`src/rtl/spr_pkg.sv`:
```
/*
  Package for the system loop configuration and status register bank.
  Holds byte offsets, reset values, state codes and feedback select codes.
  Assumes an 8-bit byte-addressed configuration port in front of the bank.
*/
package spr_pkg;

  // ------------------------------------------------------------
  // Byte offsets
  // ------------------------------------------------------------
  localparam logic [7:0] SPR_OFS_INT = 8'h23;
  localparam logic [7:0] SPR_OFS_NUM_LO = 8'h24;
  localparam logic [7:0] SPR_OFS_NUM_HI = 8'h25;
  localparam logic [7:0] SPR_OFS_DEN_LO = 8'h28;
  localparam logic [7:0] SPR_OFS_DEN_HI = 8'h29;
  localparam logic [7:0] SPR_OFS_FB_REQ = 8'h44;
  localparam logic [7:0] SPR_OFS_LOCK = 8'h46;
  localparam logic [7:0] SPR_OFS_FILT_LO = 8'h47;
  localparam logic [7:0] SPR_OFS_FILT_HI = 8'h4c;
  localparam logic [7:0] SPR_OFS_PHASE_LO = 8'h4d;
  localparam logic [7:0] SPR_OFS_PHASE_HI = 8'h51;

  // ------------------------------------------------------------
  // Reset values
  // ------------------------------------------------------------
  localparam logic [7:0] SPR_RST_INT = 8'h24;
  localparam logic [15:0] SPR_RST_NUM = 16'h0000;
  localparam logic [15:0] SPR_RST_DEN = 16'h8000;
  localparam logic [15:0] SPR_RST_LOCK_LIMIT = 16'h0115;
  localparam logic [7:0] SPR_RST_LOCK_TIMER = 8'h0a;

  // ------------------------------------------------------------
  // Field positions and codes
  // ------------------------------------------------------------
  localparam int SPR_FB_SEL_POS = 6;
  localparam int SPR_LOCK_POS = 3;
  localparam logic [2:0] SPR_ST_FREE = 3'h0;
  localparam logic [2:0] SPR_ST_ACQ = 3'h1;
  localparam logic [2:0] SPR_ST_LOCK = 3'h2;
  localparam logic [2:0] SPR_ST_HOLD = 3'h3;
  localparam logic [2:0] SPR_ST_RECOV = 3'h4;
  localparam logic [2:0] SPR_ST_AUTO = 3'h5;
  localparam logic [1:0] SPR_FB_REF0 = 2'h1;
  localparam logic [1:0] SPR_FB_REF1 = 2'h2;
  localparam logic [1:0] SPR_FBR_OWN = 2'h0;
  localparam logic [1:0] SPR_FBR_REF0 = 2'h1;
  localparam logic [1:0] SPR_FBR_REF1 = 2'h2;

  // Lock qualify tick: one timer step is 256 loop updates.
  localparam int SPR_TIMER_UNIT = 256;

endpackage : spr_pkg

```
`src/rtl/spr_regs.sv`:
```
/*
  Register bank for the system analog loop divider and the system digital
  loop control and status, with a lock qualifier.
  Assumes a one-cycle byte read/write strobe from the serial port decoder
  and live loop values sampled on the same clock.
*/
`timescale 1ns/100ps

// Notes on behaviour
// - Analog loop divider integer, 8 bits, read/write, resets to 0x24.
// - Divider numerator, 16 bits over two bytes, read/write, resets to zero.
// - Divider denominator, 16 bits over two bytes, read/write, resets to 0x8000.
// - Feedback select: 00/11 own feedback, 01 reference zero, 10 reference one.
// - State request 000 free-run to 101 automatic, defaults to 000.
// - Read-only lock flag, 1 locked, 0 unlocked, resets to 0.
// - Read-only current state with the same codes, resets to 000.
// - Read-only 48-bit loop filter word over six bytes, resets to zero.
// - Read-only 36-bit phase detector word over five bytes, resets to zero.
// - Loop reset control high holds monitors and loops in reset.
// - Lock declared only after phase error stays within limit for timer period.
module spr_regs #(
  parameter int UPDATE_DIV = 192
) (
  input wire logic sys_clk,
  input wire logic reset,
  input wire logic loop_reset,
  input wire logic wr_en,
  input wire logic rd_en,
  input wire logic [7:0] addr,
  input wire logic [7:0] wr_data,
  output logic [7:0] rd_data,
  input wire logic [47:0] loop_filter_live,
  input wire logic [35:0] phase_error_live,
  input wire logic [2:0] loop_state_live,
  input wire logic [15:0] lock_phase_limit,
  input wire logic [7:0] lock_qualify_period,
  output logic [7:0] apll_divider_integer,
  output logic [15:0] apll_divider_numerator,
  output logic [15:0] apll_divider_denominator,
  output logic [1:0] phase_detector_feedback_select,
  output logic [2:0] loop_state_request,
  output logic loop_block_reset
);

  // ------------------------------------------------------------
  // State
  // ------------------------------------------------------------
  logic [7:0] int_q, int_d;
  logic [15:0] num_q, num_d, den_q, den_d;
  logic [1:0] fb_q, fb_d;
  logic [2:0] req_q, req_d, st_q, st_d;
  logic lock_q, lock_d;
  logic [47:0] filt_q, filt_d;
  logic [35:0] ph_q, ph_d;
  logic [15:0] tick_q, tick_d;
  logic [15:0] qual_q, qual_d;
  logic [7:0] rd_q, rd_d;
  logic [35:0] ph_abs;
  logic in_limit;
  logic clr;

  // Magnitude of the signed phase error, compared against the unsigned limit.
  assign ph_abs = phase_error_live[35] ? 36'(-phase_error_live) : phase_error_live;
  assign in_limit = ph_abs <= {20'h00000, lock_phase_limit};
  assign clr = reset | loop_reset;
  assign loop_block_reset = loop_reset;

  // Byte lane of a snapshot word; base is the lowest byte offset.
  function automatic logic [7:0] spr_byte(input logic [47:0] w, input logic [7:0] a,
                                          input logic [7:0] base);
    logic [7:0] idx;
    idx = a - base;
    spr_byte = w[idx[2:0]*8 +: 8];
  endfunction : spr_byte

  // Next values: writes, snapshots, lock qualifier and read data.
  always_comb begin
    int_d = int_q;
    num_d = num_q;
    den_d = den_q;
    fb_d = fb_q;
    req_d = req_q;
    filt_d = filt_q;
    ph_d = ph_q;
    st_d = loop_state_live;
    tick_d = tick_q + 16'h0001;
    qual_d = qual_q;
    lock_d = lock_q;
    rd_d = 8'h00;
    // Lock qualifier: restart the period whenever the error leaves the window.
    if (!in_limit) begin
      qual_d = 16'h0000;
      lock_d = 1'b0;
    end else if (tick_q == 16'(UPDATE_DIV - 1)) begin
      if (qual_q >= 16'(lock_qualify_period) * 16'(spr_pkg::SPR_TIMER_UNIT)) begin
        lock_d = 1'b1;
      end else begin
        qual_d = qual_q + 16'h0001;
      end
    end
    if (tick_q == 16'(UPDATE_DIV - 1)) begin
      tick_d = 16'h0000;
    end
    if (wr_en) begin
      if (addr == spr_pkg::SPR_OFS_INT) begin
        int_d = wr_data;
      end else if (addr == spr_pkg::SPR_OFS_NUM_LO) begin
        num_d[7:0] = wr_data;
      end else if (addr == spr_pkg::SPR_OFS_NUM_HI) begin
        num_d[15:8] = wr_data;
      end else if (addr == spr_pkg::SPR_OFS_DEN_LO) begin
        den_d[7:0] = wr_data;
      end else if (addr == spr_pkg::SPR_OFS_DEN_HI) begin
        den_d[15:8] = wr_data;
      end else if (addr == spr_pkg::SPR_OFS_FB_REQ) begin
        fb_d = wr_data[7:6];
        req_d = wr_data[2:0];
      end
    end
    if (rd_en) begin
      if (addr == spr_pkg::SPR_OFS_INT) begin
        rd_d = int_q;
      end else if (addr == spr_pkg::SPR_OFS_NUM_LO) begin
        rd_d = num_q[7:0];
      end else if (addr == spr_pkg::SPR_OFS_NUM_HI) begin
        rd_d = num_q[15:8];
      end else if (addr == spr_pkg::SPR_OFS_DEN_LO) begin
        rd_d = den_q[7:0];
      end else if (addr == spr_pkg::SPR_OFS_DEN_HI) begin
        rd_d = den_q[15:8];
      end else if (addr == spr_pkg::SPR_OFS_FB_REQ) begin
        rd_d = {fb_q, 3'h0, req_q};
      end else if (addr == spr_pkg::SPR_OFS_LOCK) begin
        rd_d = {4'h0, lock_q, st_q};
      end else if (addr == spr_pkg::SPR_OFS_FILT_LO) begin
        filt_d = loop_filter_live;
        rd_d = loop_filter_live[7:0];
      end else if (addr > spr_pkg::SPR_OFS_FILT_LO && addr <= spr_pkg::SPR_OFS_FILT_HI) begin
        rd_d = spr_byte(filt_q, addr, spr_pkg::SPR_OFS_FILT_LO);
      end else if (addr == spr_pkg::SPR_OFS_PHASE_LO) begin
        ph_d = phase_error_live;
        rd_d = phase_error_live[7:0];
      end else if (addr > spr_pkg::SPR_OFS_PHASE_LO && addr <= spr_pkg::SPR_OFS_PHASE_HI) begin
        rd_d = spr_byte({12'h000, ph_q}, addr, spr_pkg::SPR_OFS_PHASE_LO);
      end
    end
  end

  // Register stage; the loop reset clears only the loop-side status.
  always_ff @(posedge sys_clk) begin
    if (reset) begin
      int_q <= spr_pkg::SPR_RST_INT;
      num_q <= spr_pkg::SPR_RST_NUM;
      den_q <= spr_pkg::SPR_RST_DEN;
      fb_q <= 2'h0;
      req_q <= spr_pkg::SPR_ST_FREE;
      rd_q <= 8'h00;
    end else begin
      int_q <= int_d;
      num_q <= num_d;
      den_q <= den_d;
      fb_q <= fb_d;
      req_q <= req_d;
      rd_q <= rd_d;
    end
    if (clr) begin
      lock_q <= 1'b0;
      st_q <= spr_pkg::SPR_ST_FREE;
      filt_q <= 48'h0;
      ph_q <= 36'h0;
      tick_q <= 16'h0000;
      qual_q <= 16'h0000;
    end else begin
      lock_q <= lock_d;
      st_q <= st_d;
      filt_q <= filt_d;
      ph_q <= ph_d;
      tick_q <= tick_d;
      qual_q <= qual_d;
    end
  end

  // Outputs to the loop; undefined requests fold onto automatic control.
  always_comb begin
    rd_data = rd_q;
    apll_divider_integer = int_q;
    apll_divider_numerator = num_q;
    apll_divider_denominator = den_q;
    phase_detector_feedback_select = (fb_q == 2'h3) ? spr_pkg::SPR_FBR_OWN : fb_q;
    loop_state_request = (req_q > spr_pkg::SPR_ST_AUTO) ? spr_pkg::SPR_ST_AUTO : req_q;
  end

  // ------------------------------------------------------------
  // Checks
  // ------------------------------------------------------------
  lock_needs_window_a: assert property (@(posedge sys_clk) disable iff (clr)
    !in_limit |=> !lock_q) else $error("lock held while phase out of window");
  req_fold_a: assert property (@(posedge sys_clk) disable iff (reset)
    req_q[2:1] == 2'b11 |-> loop_state_request == 3'h5) else $error("bad request");
  fb_own_a: assert property (@(posedge sys_clk) disable iff (reset)
    fb_q == 2'h3 |-> phase_detector_feedback_select == 2'h0) else $error("fb fold");
  int_write_a: assert property (@(posedge sys_clk) disable iff (reset)
    wr_en && addr == 8'h23 |=> int_q == $past(wr_data)) else $error("int write");
  den_reset_a: assert property (@(posedge sys_clk)
    reset |=> den_q == 16'h8000 && num_q == 16'h0) else $error("den reset");
  loop_clear_a: assert property (@(posedge sys_clk)
    loop_reset |=> !lock_q && filt_q == 48'h0 && ph_q == 36'h0) else $error("clr");
  snap_hold_a: assert property (@(posedge sys_clk) disable iff (clr)
    !(rd_en && addr == 8'h47) |=> filt_q == $past(filt_q)) else $error("snap");
  lock_read_a: assert property (@(posedge sys_clk) disable iff (reset)
    rd_en && addr == 8'h46 |=> rd_data == {4'h0, $past(lock_q), $past(st_q)})
    else $error("lock read");

endmodule : spr_regs

```
`config.mk`:
```
export PLATFORM = sky130hd
export DESIGN_NAME = spr_regs
export DESIGN_NICKNAME = d
export VERILOG_FILES = /design/src/rtl/spr_pkg.sv /design/src/rtl/spr_regs.sv
export SDC_FILE = /design/constraint.sdc
export NUM_CORES = 1
export LEC_CHECK = 0
export ABC_AREA = 1
export BUFFER_PORTS_ARGS = -buffer_cell sky130_fd_sc_hd__buf_2
export CAP_MARGIN = 20
export CORE_ASPECT_RATIO = 1.25
export CORE_MARGIN = 8
export CORE_UTILIZATION = 30
export DETAILED_ROUTE_END_ITERATION = 8
export GPL_TIMING_DRIVEN = 0
export MAX_ROUTING_LAYER = met4
export PLACE_DENSITY_LB_ADDON = 0.05
export SLEW_MARGIN = 20
export SYNTH_ARGS = -nofsm -noshare
export SYNTH_HDL_FRONTEND = slang
export SYNTH_SLANG_ARGS = --single-unit
```
`constraint.sdc`:
```
create_clock -name sys_clk -period 2.7 [get_ports sys_clk]
set_input_delay 0.54 -clock sys_clk [delete_from_list [all_inputs] [get_ports sys_clk]]
set_output_delay 0.54 -clock sys_clk [all_outputs]
set_load 0.02 [all_outputs]
```
==> out/metrics.csv <==
metric,value,unit
status,"complete, but fails checks",
failing checks,setup timing,
Clock power frac,42.5,%
row cnt,74,
Initial DRC Count,673,
Syn Inst Count,1539,
maxcap violations,0,
final wirelength,40.1,mm
Crit-path slowest cell,ha_1,
Power Density,462,nW/um^2
Final Critical Period,2.75,ns
Fin Setup TNS,-0.240,ns
Total GRT Usage,20.8,%
die width,179,um
share of cells above drive strength 1,20.0,%
area share of the largest cell type after synthesis,34.7,%
Tightest Hold Check Type,in2reg,
die area,39300,um^2
CP Cell Sequence,buf_6 > clkinvlp_4 > buf_6 > nand3_2 > inv_1 > a21oi_1 > xor2_1 > ha_1 > a21oi_1 > o21bai_1 > a21o_1 > o21ai_2 > nand3b_1 > nor2_4 > buf_12 > buf_8 > nand3_2 > nor2_2,
period utilization,102,%
Clock transition at path regs,0.08,ns
P_leak,5.42,nW
worst endpoint required time,3.08,ns
Slew HR,43.5,%
H-tree depth,4,
kind of start point of the critical path,primary input,
grt total ovfl,0,
Yosys reg bits,173,
DR DRC count,0,
NetSw,1.71,mW
nets@finish,1922,
die extent in y,220,um
ranking of synthesized cells by area,"dfxtp_1, nand2_1, a21oi_1",
worst slew pin tran,0.844,ns
initial antenna violation count,4,
"EDFF count, synth",0,
Hold Buf Count CTS,0,
Post-Syn Area,9970,um^2
number of failing hold endpoints at the final stage,0,
Finish-stage setup viols,10,
Flop pwr share,44.4,%
Async SR Flop Fraction,0,%
Post-DP Area,11400,um^2
Num CTS Buffers,17,
Core Region,32700,um^2
Mapped Nets,1704,
Clock Path Buffers,2,
Buffers on Ports,183,
design area,12500,um^2
WL/cell,18.3,um
IO Pins,186,
Pre-Repair DR Iteration Count,5,
Sink Count,173,
largest net degree at the start of global routing,20,
Starting Density,30.5,%
"Power, Total",5.76,mW
first-pass GRT wire length,60.5,mm
routed vias,10739,
RSZ-0062 raised after global routing,yes,
Comb pwr share,13.2,%
vias in the first global route,10614,
Net Sw Frac,29.7,%
GPL Wtd Cong,0.911,
worst skew pair latency,0.45,ns
Setup crit end kind,register,
Final ANT Viol Nets,0,
Via-to-Cell Ratio,4.90,
"area leader, netlist",dfxtp_1,
VDD IR max,0.430,mV
Yosys cell types,43,
CTS tree,done,
Root Driver,clkbuf_16,
register area share after synthesis,34.7,%
CP Data Arrival Time,3.13,ns
Syn Area/Cell,6.48,um^2
FMAX,364,MHz
Synth Warn #,0,
DP HPWL,32.5,mm
"Primary FF master, synth",dfxtp_1,
critical path's largest stage delay,0.28,ns
P&R area growth vs syn,25.2,%
final setup skew,0.0107,ns
Setup WS post-layout,-0.0497,ns
Setup CP Type,in2reg,
CP max FO,5,
max-slew violations,0,
Pint,4.05,mW
==> worst max-delay path, delay by kind of cell <==
family	cells	cell delay [ns]
adder cells (fa/ha/maj)	1	0.28
AND/OR/NAND/NOR	5	0.56
buffers and inverters	6	0.70
AO/OA/AOI/OAI	5	0.82
XOR/XNOR	1	0.21
==> sequential cells by signal (all words and copies together), names as in the netlist <==
signal                    cells
apll_divider_denominator     16
apll_divider_integer          8
apll_divider_numerator       16
fb_q                          2
filt_q                       48
lock_q                        1
ph_q                         36
qual_q                       16
rd_data                       8
req_q                         3
st_q                          3
tick_q                       16
==> power groups by stage <==
stage               logic, mW  clock network, mW  registers (mW)
finish                  0.758               2.45            2.56
global route            0.842               2.60            2.56
CTS                     0.747               2.50            2.56
detailed placement      0.700                  0            2.62
global placement        0.697                  0            2.62
floorplan               0.367                  0            2.62
==> per-stage QoR <==
step	utilization (%)	hold slack [ns]	cells	worst slack [ns]
finish	38.2	0.335	2192	-0.0497
global route	38.2	0.338	2192	-0.224
CTS	37.7	0.321	2186	-0.0534
detailed placement	35.0	0.438	2140	-1.33
global placement	35.0	0.430	2140	-1.35
floorplan	-	0.413	1539	0.00127
==> timing repair <==
item,4_1_cts,5_1_grt
gates cloned,1,0
gates resized for setup,66,34
endpoints found under the setup margin,124,25
setup buffers,15,2
pin swaps,26,25
==> per-layer routing <==
metal  up-vias  global-route usage, %  part of all wire [%]  wire, um
met5         -                      -                     0         0
met4         0                   6.35                   2.5      1020
met3        47                   3.12                   3.9      1560
li1       5459                      -                     -         -
met2       228                   38.8                    54     21800
met1      5005                   22.1                    39     15700
==> final timing paths <==
| path | slack [ns] | cells past startpoint | start | to |
|---|---|---|---|---|
| hold / removal | 0.34 | 3 | loop_filter_live[26] | filt_q[26] |
| setup / recovery | -0.05 | 18 | phase_error_live[0] | qual_q[4] |
| setup reg to reg | 0.26 | 14 | tick_q[0] | qual_q[14] |
| hold reg to reg | 0.44 | 1 | tick_q[0] | tick_q[0] |
==> Yosys cell counts, types with 2 or more instances <==
cell type	count
o211ai_1	10
o22ai_1	5
a21oi_1	161
buf_6	4
a211oi_1	4
nor3b_1	6
buf_4	3
nand4_1	21
a221oi_1	4
inv_1	178
nor2_4	5
nor3_4	2
nor3_2	2
nor3_1	10
nor2_1	212
dfxtp_1	173
nand4_2	4
and3_1	3
nor4_1	5
a22oi_1	3
xnor2_1	7
inv_2	14
nand3_2	2
o21a_1	3
o21ai_1	14
buf_2	14
buf_1	4
nand2_1	342
xor2_1	18
ha_1	33
clkbuf_1	30
nand3b_1	3
clkinv_1	3
nor2_2	12
nand3_1	84
o21ai_0	134
==> cell type report <==
class	count	area (um^2)
multi-input combinational	1116	5740
antenna	4	10.0
clock buffer	17	425
tap	418	523
inverter	195	748
timing repair buffer	201	1120
clock inverter	15	144
sequential	173	3460
fill	3679	20200
buffer	53	304
==> logic make-up after synthesis <==
group / share of synthesized area, %
AOI/OAI and AO/OA: 17.9
xor gates and xnor gates: 2.20
adders and majority gates: 4.14
buffers and inverters: 10.0
DFF: 34.7
muxes: 0.113
and+or+nand+nor: 30.9
==> cell usage in the layout (no fill, tap or decap), types with 16 or more instances in the layout <==
master / count
ha_1: 31
buf_2: 190
nand3_1: 79
nor2_4: 16
clkbuf_1: 23
clkbuf_16: 17
nor2_2: 19
o21ai_0: 128
buf_4: 17
o21ai_1: 19
xor2_1: 17
nor2_1: 194
inv_2: 17
inv_1: 172
a21oi_1: 157
nand4_1: 21
dfxtp_1: 173
nand2_1: 334
Note: power is estimated with default switching activity, not from simulation.
